==> src/include/remap_pkg.sv <==
// Package with offsets, fields, reset values and key codes for the code-area remap block.
package remap_pkg;

    localparam logic [11:0] ctrl_offset = 12'hfde;
    localparam logic [11:0] key_offset = 12'hfdf;
    localparam logic [11:0] flag_offset = 12'hfe0;
    localparam logic [7:0] ctrl_reset = 8'h00;
    localparam int rst_dis_bit = 0;
    localparam int ram_map_bit = 1;
    localparam int vec_ram_bit = 2;
    localparam logic [7:0] key_reset_dis = 8'hb2;
    localparam logic [7:0] key_map = 8'hd4;
    localparam logic [7:0] key_flag_clear = 8'h71;
    localparam logic [15:0] ram_code_lo = 16'h0040;
    localparam logic [15:0] ram_code_hi = 16'h083f;
    localparam logic [15:0] vcall_rom_base = 16'hffa0;
    localparam logic [15:0] vint_rom_base = 16'hffcc;
    localparam logic [15:0] vcall_ram_base = 16'h01a0;
    localparam logic [15:0] vint_ram_base = 16'h01cc;
    localparam logic [7:0] swi_opcode = 8'hff;
    localparam logic [1:0] axi_okay = 2'b00;
    localparam logic [1:0] axi_slverr = 2'b10;
endpackage

==> src/core/vector_base_sel.sv <==
// Vector table base selector for vector calls and interrupts.
`timescale 1ns/1ps
module vector_base_sel
    import remap_pkg::*;
(
    input wire logic vec_ram,
    input wire logic [4:0] vcall_index,
    input wire logic [5:0] vint_index,
    output logic [15:0] vcall_addr,
    output logic [15:0] vint_addr
);
    always_comb begin
        if (vec_ram) begin
            vcall_addr = vcall_ram_base + {11'h000, vcall_index};
            vint_addr = vint_ram_base + {10'h000, vint_index};
        end else begin
            vcall_addr = vcall_rom_base + {11'h000, vcall_index};
            vint_addr = vint_rom_base + {10'h000, vint_index};
        end
    end
endmodule

==> src/core/ram_code_area_remap.sv <==
// Code-area remap control with AXI4-Lite register access and fetch steering.
//
// Register access over AXI4-Lite was decided locally.
`timescale 1ns/1ps
module ram_code_area_remap
    import remap_pkg::*;
(
    input wire logic clk,
    input wire logic reset_n,
    input wire logic clk_en,
    input wire logic [13:0] s_axi_awaddr,
    input wire logic s_axi_awvalid,
    output logic s_axi_awready,
    input wire logic [31:0] s_axi_wdata,
    input wire logic [3:0] s_axi_wstrb,
    input wire logic s_axi_wvalid,
    output logic s_axi_wready,
    output logic [1:0] s_axi_bresp,
    output logic s_axi_bvalid,
    input wire logic s_axi_bready,
    input wire logic [13:0] s_axi_araddr,
    input wire logic s_axi_arvalid,
    output logic s_axi_arready,
    output logic [31:0] s_axi_rdata,
    output logic [1:0] s_axi_rresp,
    output logic s_axi_rvalid,
    input wire logic s_axi_rready,
    input wire logic serial_prog_mode,
    input wire logic [15:0] fetch_addr,
    input wire logic [7:0] flash_data,
    input wire logic [7:0] ram_data,
    output logic [7:0] fetch_data,
    output logic fetch_from_ram,
    input wire logic [4:0] vcall_index,
    input wire logic [5:0] vint_index,
    output logic [15:0] vcall_addr,
    output logic [15:0] vint_addr,
    output logic ram_code_map_state,
    output logic vector_ram_state,
    output logic reset_disable_ctl,
    output logic flag_clear_ctl
);
    // Staged control bits, committed mapping state and staged flag clear.
    logic [2:0] ctrl_reg;
    logic ram_map_reg;
    logic vec_ram_reg;
    logic rst_dis_reg;
    logic flag_stage_reg;
    logic flag_clear_reg;

    // Write and read channel holding registers.
    logic aw_held_reg;
    logic w_held_reg;
    logic [13:0] awaddr_reg;
    logic [7:0] wdata_reg;
    logic wstrb0_reg;
    logic bvalid_reg;
    logic [1:0] bresp_reg;
    logic rvalid_reg;
    logic [31:0] rdata_reg;
    logic [1:0] rresp_reg;

    function automatic logic [11:0] word_addr(input logic [13:0] a);
        return a[13:2];
    endfunction

    function automatic logic mapped(input logic [11:0] w);
        return w == ctrl_offset || w == key_offset || w == flag_offset;
    endfunction

    logic do_write;
    logic [11:0] wr_word;
    assign wr_word = word_addr(awaddr_reg);
    assign do_write = aw_held_reg && w_held_reg && !bvalid_reg;

    assign s_axi_awready = !aw_held_reg && !bvalid_reg;
    assign s_axi_wready = !w_held_reg && !bvalid_reg;
    assign s_axi_bvalid = bvalid_reg;
    assign s_axi_bresp = bresp_reg;
    assign s_axi_arready = !rvalid_reg;
    assign s_axi_rvalid = rvalid_reg;
    assign s_axi_rdata = rdata_reg;
    assign s_axi_rresp = rresp_reg;

    always_ff @(posedge clk or negedge reset_n) begin
        if (!reset_n) begin
            aw_held_reg <= 1'b0;
            awaddr_reg <= 14'h0000;
        end else if (clk_en) begin
            if (s_axi_awvalid && s_axi_awready) begin
                aw_held_reg <= 1'b1;
                awaddr_reg <= s_axi_awaddr;
            end else if (do_write) begin
                aw_held_reg <= 1'b0;
            end
        end
    end

    always_ff @(posedge clk or negedge reset_n) begin
        if (!reset_n) begin
            w_held_reg <= 1'b0;
            wdata_reg <= 8'h00;
            wstrb0_reg <= 1'b0;
        end else if (clk_en) begin
            if (s_axi_wvalid && s_axi_wready) begin
                w_held_reg <= 1'b1;
                wdata_reg <= s_axi_wdata[7:0];
                wstrb0_reg <= s_axi_wstrb[0];
            end else if (do_write) begin
                w_held_reg <= 1'b0;
            end
        end
    end

    always_ff @(posedge clk or negedge reset_n) begin
        if (!reset_n) begin
            bvalid_reg <= 1'b0;
            bresp_reg <= axi_okay;
        end else if (clk_en) begin
            if (do_write) begin
                bvalid_reg <= 1'b1;
                bresp_reg <= mapped(wr_word) ? axi_okay : axi_slverr;
            end else if (s_axi_bready) begin
                bvalid_reg <= 1'b0;
            end
        end
    end

    logic key_write;
    assign key_write = do_write && wstrb0_reg && wr_word == key_offset;

    // Staged bits change only by writes to the control or flag register.
    always_ff @(posedge clk or negedge reset_n) begin
        if (!reset_n) begin
            ctrl_reg <= ctrl_reset[2:0];
            flag_stage_reg <= 1'b0;
        end else if (clk_en && do_write && wstrb0_reg) begin
            if (wr_word == ctrl_offset) begin
                ctrl_reg <= wdata_reg[2:0];
            end
            if (wr_word == flag_offset) begin
                flag_stage_reg <= wdata_reg[0];
            end
        end
    end

    // Committed state moves only on a matching key code.
    always_ff @(posedge clk or negedge reset_n) begin
        if (!reset_n) begin
            ram_map_reg <= 1'b0;
            vec_ram_reg <= 1'b0;
            rst_dis_reg <= 1'b0;
            flag_clear_reg <= 1'b0;
        end else if (clk_en && key_write) begin
            case (wdata_reg)
                key_map: begin
                    ram_map_reg <= ctrl_reg[ram_map_bit];
                    vec_ram_reg <= ctrl_reg[vec_ram_bit];
                end
                key_reset_dis: begin
                    rst_dis_reg <= ctrl_reg[rst_dis_bit];
                end
                key_flag_clear: begin
                    flag_clear_reg <= flag_stage_reg;
                end
                default: begin
                    ram_map_reg <= ram_map_reg;
                end
            endcase
        end
    end

    // Read path: the key address reads back the committed relocation, mapping and reset-disable bits.
    always_ff @(posedge clk or negedge reset_n) begin
        if (!reset_n) begin
            rvalid_reg <= 1'b0;
            rdata_reg <= 32'h0000_0000;
            rresp_reg <= axi_okay;
        end else if (clk_en) begin
            if (s_axi_arvalid && s_axi_arready) begin
                rvalid_reg <= 1'b1;
                rresp_reg <= mapped(word_addr(s_axi_araddr)) ? axi_okay : axi_slverr;
                case (word_addr(s_axi_araddr))
                    ctrl_offset: rdata_reg <= {29'h0, ctrl_reg};
                    key_offset: rdata_reg <= {29'h0, vec_ram_reg, ram_map_reg, rst_dis_reg};
                    flag_offset: rdata_reg <= {31'h0, flag_stage_reg};
                    default: rdata_reg <= 32'h0000_0000;
                endcase
            end else if (s_axi_rready) begin
                rvalid_reg <= 1'b0;
            end
        end
    end

    logic ram_in_code;
    logic in_window;
    assign ram_in_code = ram_map_reg || serial_prog_mode;
    assign in_window = fetch_addr >= ram_code_lo && fetch_addr <= ram_code_hi;

    // Fetch steering for the RAM window.
    always_comb begin
        fetch_from_ram = 1'b0;
        fetch_data = flash_data;
        if (in_window) begin
            if (ram_in_code) begin
                fetch_from_ram = 1'b1;
                fetch_data = ram_data;
            end else begin
                fetch_data = swi_opcode;
            end
        end
    end

    vector_base_sel u_vec (
        .vec_ram(vec_ram_reg),
        .vcall_index(vcall_index),
        .vint_index(vint_index),
        .vcall_addr(vcall_addr),
        .vint_addr(vint_addr)
    );

    assign ram_code_map_state = ram_map_reg;
    assign vector_ram_state = vec_ram_reg;
    assign reset_disable_ctl = rst_dis_reg;
    assign flag_clear_ctl = flag_clear_reg;

    a_map_on_key: assert property (@(posedge clk) disable iff (!reset_n)
        (clk_en && key_write && wdata_reg == key_map) |=> ram_map_reg == $past(ctrl_reg[ram_map_bit]))
        else $error("mapping not committed by key");
    a_stage_no_effect: assert property (@(posedge clk) disable iff (!reset_n)
        !(clk_en && key_write && wdata_reg == key_map) |=> $stable(ram_map_reg) && $stable(vec_ram_reg))
        else $error("mapping changed without key");
    a_other_key_keep: assert property (@(posedge clk) disable iff (!reset_n)
        (key_write && wdata_reg != key_map && wdata_reg != key_reset_dis && wdata_reg != key_flag_clear)
        |=> $stable(ram_map_reg) && $stable(rst_dis_reg) && $stable(flag_clear_reg))
        else $error("unknown key changed state");
    a_swi_fill: assert property (@(posedge clk) disable iff (!reset_n)
        (in_window && !ram_map_reg && !serial_prog_mode) |-> fetch_data == swi_opcode && !fetch_from_ram)
        else $error("unmapped window not swi");
    a_serial_map: assert property (@(posedge clk) disable iff (!reset_n)
        (in_window && serial_prog_mode) |-> fetch_from_ram)
        else $error("serial mode window not ram");
    a_vec_reloc: assert property (@(posedge clk) disable iff (!reset_n)
        vec_ram_reg |-> vcall_addr[15:8] == 8'h01 && vint_addr[15:8] == 8'h01)
        else $error("vectors not relocated");
    a_vec_rom: assert property (@(posedge clk) disable iff (!reset_n)
        !vec_ram_reg |-> vcall_addr[15:8] == 8'hff && vint_addr[15:8] == 8'hff)
        else $error("vectors not in rom");
    a_ctrl_upper: assert property (@(posedge clk) disable iff (!reset_n)
        (s_axi_rvalid && $past(word_addr(s_axi_araddr)) == ctrl_offset && $rose(s_axi_rvalid))
        |-> s_axi_rdata[7:3] == 5'h00)
        else $error("upper control bits not zero");
    a_status_read: assert property (@(posedge clk) disable iff (!reset_n)
        (clk_en && s_axi_arvalid && s_axi_arready && word_addr(s_axi_araddr) == key_offset)
        |=> s_axi_rdata[2:1] == {$past(vec_ram_reg), $past(ram_map_reg)})
        else $error("status read mismatch");

    // The checks below cover each key code on its own, so a mix-up between codes shows up at once.

    // The first edge after reset must still see the RAM outside the code space.
    a_reset_unmapped: assert property (@(posedge clk) disable iff (!reset_n)
        !$past(reset_n)
        |-> !ram_map_reg && !vec_ram_reg)
        else $error("mapping active after reset");

    // The relocation bit is committed by the same key as the select bit.
    a_vec_on_key: assert property (@(posedge clk) disable iff (!reset_n)
        (clk_en && key_write && wdata_reg == key_map)
        |=> vec_ram_reg == $past(ctrl_reg[vec_ram_bit]))
        else $error("relocation not committed by key");

    // The reset-disable bit follows only its own key.
    a_rst_dis_key: assert property (@(posedge clk) disable iff (!reset_n)
        (clk_en && key_write && wdata_reg == key_reset_dis)
        |=> rst_dis_reg == $past(ctrl_reg[rst_dis_bit]))
        else $error("reset disable not committed by key");

    // Without its key the reset-disable bit must keep its value.
    a_rst_dis_hold: assert property (@(posedge clk) disable iff (!reset_n)
        !(clk_en && key_write && wdata_reg == key_reset_dis)
        |=> $stable(rst_dis_reg))
        else $error("reset disable changed without key");

    // The flag-clear setting follows only its own key.
    a_flag_key: assert property (@(posedge clk) disable iff (!reset_n)
        (clk_en && key_write && wdata_reg == key_flag_clear)
        |=> flag_clear_reg == $past(flag_stage_reg))
        else $error("flag clear not committed by key");

    // Without its key the flag-clear setting must keep its value.
    a_flag_hold: assert property (@(posedge clk) disable iff (!reset_n)
        !(clk_en && key_write && wdata_reg == key_flag_clear)
        |=> $stable(flag_clear_reg))
        else $error("flag clear changed without key");

    // A mapped window must hand the RAM byte to the fetch unit.
    a_map_window: assert property (@(posedge clk) disable iff (!reset_n)
        (in_window && ram_map_reg)
        |-> fetch_from_ram && fetch_data == ram_data)
        else $error("mapped window not from ram");

    // Outside the window the fetch always comes from flash.
    a_outside_flash: assert property (@(posedge clk) disable iff (!reset_n)
        !in_window
        |-> !fetch_from_ram && fetch_data == flash_data)
        else $error("fetch outside window not flash");

    // Full vector-call address in the ROM table.
    a_vcall_rom: assert property (@(posedge clk) disable iff (!reset_n)
        !vec_ram_reg
        |-> vcall_addr == vcall_rom_base + {11'h000, vcall_index})
        else $error("vector call not in rom table");

    // Full interrupt vector address in the ROM table.
    a_vint_rom: assert property (@(posedge clk) disable iff (!reset_n)
        !vec_ram_reg
        |-> vint_addr == vint_rom_base + {10'h000, vint_index})
        else $error("interrupt vector not in rom table");

    // Full vector-call address in the RAM table.
    a_vcall_ram: assert property (@(posedge clk) disable iff (!reset_n)
        vec_ram_reg
        |-> vcall_addr == vcall_ram_base + {11'h000, vcall_index})
        else $error("vector call not in ram table");

    // Full interrupt vector address in the RAM table.
    a_vint_ram: assert property (@(posedge clk) disable iff (!reset_n)
        vec_ram_reg
        |-> vint_addr == vint_ram_base + {10'h000, vint_index})
        else $error("interrupt vector not in ram table");

    // A control write stages only the three defined bits.
    a_ctrl_stage: assert property (@(posedge clk) disable iff (!reset_n)
        (clk_en && do_write && wstrb0_reg && wr_word == ctrl_offset)
        |=> ctrl_reg == $past(wdata_reg[2:0]))
        else $error("control write not staged");

    // Every read answer keeps the bits above the defined fields at zero.
    a_read_upper: assert property (@(posedge clk) disable iff (!reset_n)
        s_axi_rvalid
        |-> s_axi_rdata[31:3] == 29'h0)
        else $error("read upper bits not zero");

    // A write answer must stand until the master takes it.
    a_bvalid_hold: assert property (@(posedge clk) disable iff (!reset_n)
        (s_axi_bvalid && !s_axi_bready)
        |=> s_axi_bvalid)
        else $error("write answer dropped early");
endmodule

==> config.mk <==
export PLATFORM = sky130hd
export DESIGN_NAME = ram_code_area_remap
export DESIGN_NICKNAME = d
export VERILOG_FILES = /design/src/include/remap_pkg.sv /design/src/core/vector_base_sel.sv /design/src/core/ram_code_area_remap.sv
export SDC_FILE = /design/constraint.sdc
export NUM_CORES = 1
export LEC_CHECK = 0
export BUFFER_PORTS_ARGS = -buffer_cell sky130_fd_sc_hd__buf_2
export CORE_AREA = 2 2 79 81
export DETAILED_ROUTE_END_ITERATION = 12
export DIE_AREA = 0 0 81 83
export PLACE_DENSITY_LB_ADDON = 0.1
export SLEW_MARGIN = 5
export SYNTH_ARGS = -nofsm -noshare
export SYNTH_HDL_FRONTEND = slang
export SYNTH_SLANG_ARGS = --single-unit
==> constraint.sdc <==
create_clock -name clk -period 8.5 [get_ports clk]
set_clock_uncertainty 0.15 [all_clocks]
set_input_delay 2.55 -clock clk [delete_from_list [all_inputs] [get_ports clk]]
set_output_delay 2.55 -clock clk [all_outputs]
set_load 0.1 [all_outputs]
==> impl_results.md <==
- Status: completed
- Critical path launch point type: input port
- Final Setup Violations: 0
- Fin. max-slew vios: 0
- Switching Share: 46.3%
- DR DRC count: 0
- Leak pwr: ~1.5 nW
- FP Rows: 28
- Clk Latency, worst-skew pair: between 0.2 and 0.3 ns
- Hold path cells: 2
- Die Height: between 80 and 90 um
- Vias in the first global route: roughly 1700
- Initial Util: between 40% and 50%
- R2R depth: 4
- Final Critical Period: 7.39 ns
- P per Cell Area: between 200 and 300 mW/mm2
- DRT antenna net count: 0
- Simple-gate share of the synthesized area: around 17%
- Predominant post-synthesis flop cell: dfrtp_1
- Worst path slowest cell: or4b_1
- Most area-consuming cells after synthesis: dfrtp_1 40%, buf_4 17%, mux2_2 12%
- Port Buf Inserts: roughly 120
- Largest net degree at the start of global routing: 39
- Final Non-Filler Cells: roughly 410
- Post-DR vias/cell: 4.52
- Arrival @ worst endpoint: roughly 4.7 ns
- Ant. Diodes: 0
- Worst slack, placed: ~1.1 ns
- Core ar.: between 0.005 and 0.006 mm2
- Initial antenna violation count: 0
- FFs w/ async S/R, synth: 100%
- Post-Synth Adder-Cell Area: approximately 1.0%
- Share of cells above drive strength 1: 47.9%
- Post-synthesis mux area share: a little under a fifth
- Clock slew at reported path FFs: approximately 0.070 ns
- First-pass GRT wire length: about 7900 um
- Comb pwr share: between 40 and 50%
- Seq/Total Area, Yosys: 39.5%
- Commonest cells post-synth: 53 x buf_4, 38 x dfrtp_1, 25 x mux2_2
- Largest family of logic cells by synthesized area: buffers and inverters
- Slew margin rel.: 44.9%
- GRT Total Usage: 14.8%
- Final Cycle Share: 86.9%
- CP max stage delay: between 0.5 and 0.6 ns
- Hold-fix buffers at CTS: 0
- CP bufs+invs: 2
- Max VDD drop: 158 uV
- Clk root buf: clkbuf_8
- Synth Register Bits: 38
- Syn Area/Cell: 10.3 um2
- Post-layout worst setup margin: 1.11 ns
- Max reg flops: 12
- Worst min path class: register to register
- Post-CTS Setup Inserts: 0
- Synth Area in Compound Gates: 4.42%
- Least-Margin Pin Slew: just over 0.8 ns
- CTS tree: done
- Post-synth EDFFs: 0
- Count leader, synth: buf_4
- Max Clock Freq: approximately 0.14 GHz
- Mapped cell area: 0.00241 mm2
- Yosys top cell area share: 39.5%
- Cell Int Power: between 0.4 and 0.5 mW
- Total number of vias: 1850
- Gr ovfl total: 0
- Tot Pwr: 0.797 mW
- Longest Clk Path Bufs: 2
- Library cells used by synthesis: 39
- Violation count after the first detailed-route iteration: 34
- Post-Syn Instances: 234
- Avg WL per Cell: about 12 um
- DP HPWL: 4110 um
- Final core utilization: 49.8%
- Crit-path cells: buf_2 > or4_1 > or4b_1 > nand2_2 > mux2i_1 > buf_2
- Syn. warnings: 0
- Drt pass-1 iters: 3
- CTS resizes: 0
- Clk pwr share: between 10% and 20%
- GPL Wtd Cong: approximately 0.7
- Clk sinks: 38
- Die ar.: about 0.0067 mm2
- Max-cap violation count: 0
- Wirelength, routed: 4980 um
- Net Sw Power: 0.369 mW
- Sequential Power Share: between 30% and 40%
- Crit end category: output pin
- Placed cell count: between 400 and 500
- Fin. Hold Viols: 0
- CTS buffer count: 5
- RSZ-0062 raised after global routing: false
- Crit path depth: 6
- XOR/XNOR Fraction of Synth Area: 0.364%
- Ports: between 200 and 250
- WS Path Type: input port to output pin
- H-tree Lvls: 2
- Most used cell, CP: buf_2
- Required @ worst endpoint: 5.80 ns
- Die X: 81 um
- Biggest area consumer among synthesized cells: dfrtp_1
- Nets: between 400 and 500
- Layout Area Growth over Synthesis: 20.4%
- Crit path max-delay family: simple AND/OR/NAND/NOR gates
- Setup_tns: 0 ns
- Crit-path max FO: 8
-- layout make-up --
cell class | instances | area, um2
fill | 570 | 2920
multi-input combinational | 156 | 1110
sequential | 38 | 951
timing repair buffer | 115 | 576
tap | 75 | 93.8
clock buffer | 7 | 76.3
inverter | 17 | 63.8
clock inverter | 1 | 30.0
-- cells in the final DEF, fill, tap and decap left out, types with 2 or more instances in the layout --
master    Yosys  final
o21a_1        3      3
mux2_4        3      3
ha_1          2      2
nand4_1       5      5
clkbuf_8      0      5
dfrtp_1      38     38
conb_1        2     35
nor2_1       14     14
nand3_1       3      3
clkbuf_1      3      2
o21ai_0       4      4
nor4_1        3      3
nand2_1      15     15
o211ai_1      3      3
buf_2         0    115
nand3b_1      2      2
and4bb_2      2      2
nor4bb_1      5      5
mux2_2       25     25
inv_1        17     17
mux2i_1      11     11
a21oi_1       3      3
-- tightest hold or removal path, delay by kind of cell, from the launching register on --
| kind | cells | cell delay, ns |
|---|---|---|
| flops | 1 | 0.34 |
| compound gates | 1 | 0.06 |
| simple gates | 1 | 0.04 |
-- metal layers --
layer | wire, um | share of wire, % | vias to the layer above | GRT usage [%]
met3 | 473 | 9.5 | 6 | 5.11
met4 | 49 | 0.98 | 0 | 3.24
met1 | 1960 | 39 | 842 | 17.3
li1 | - | - | 916 | -
met2 | 2490 | 50 | 86 | 25.8
met5 | 0 | 0 | - | 0
-- power by group through the flow --
stage | Combinational, mW | Sequential [mW] | Clock, mW
floorplan | 0.298 | 0.322 | 0
global placement | 0.354 | 0.297 | 0
detailed placement | 0.359 | 0.298 | 0
CTS | 0.360 | 0.294 | 0.152
global route | 0.377 | 0.304 | 0.161
finish | 0.357 | 0.293 | 0.146
-- path summary, 6_finish.rpt --
check,start,end,slack (ns)
max in group asynchronous,reset_n,aw_held_reg$_DFFE_PN0P_,5.47
setup reg to reg,s_axi_bvalid$_DFFE_PN0P_,ctrl_reg[2]$_DFFE_PN0P_,6.40
min in group asynchronous,reset_n,awaddr_reg[9]$_DFFE_PN0P_,2.21
hold / removal,s_axi_rdata[1]$_DFFE_PN0P_,s_axi_rdata[1]$_DFFE_PN0P_,0.33
hold reg to reg,s_axi_rdata[1]$_DFFE_PN0P_,s_axi_rdata[1]$_DFFE_PN0P_,0.33
setup / recovery,fetch_addr[10],fetch_data[2],1.11
-- logic make-up (layout without fill, tap and decap cells) --
kind of cell / after synthesis / count (layout)
muxes: 39 / 39
adders and majority gates: 2 / 2
AOI/OAI and AO/OA: 16 / 16
DFF: 38 / 38
other: 2 / 35
buffers and inverters: 73 / 140
xor gates and xnor gates: 1 / 1
and+or+nand+nor: 63 / 63
-- metrics by stage --
stage / cell area [um2] / hold slack [ns]
floorplan: 2530 / 0.330
global placement: 2790 / 0.311
detailed placement: 2790 / 0.319
CTS: 2900 / 0.336
global route: 2900 / 0.362
finish: 2900 / 0.327
(Power assumes the default switching activity.)
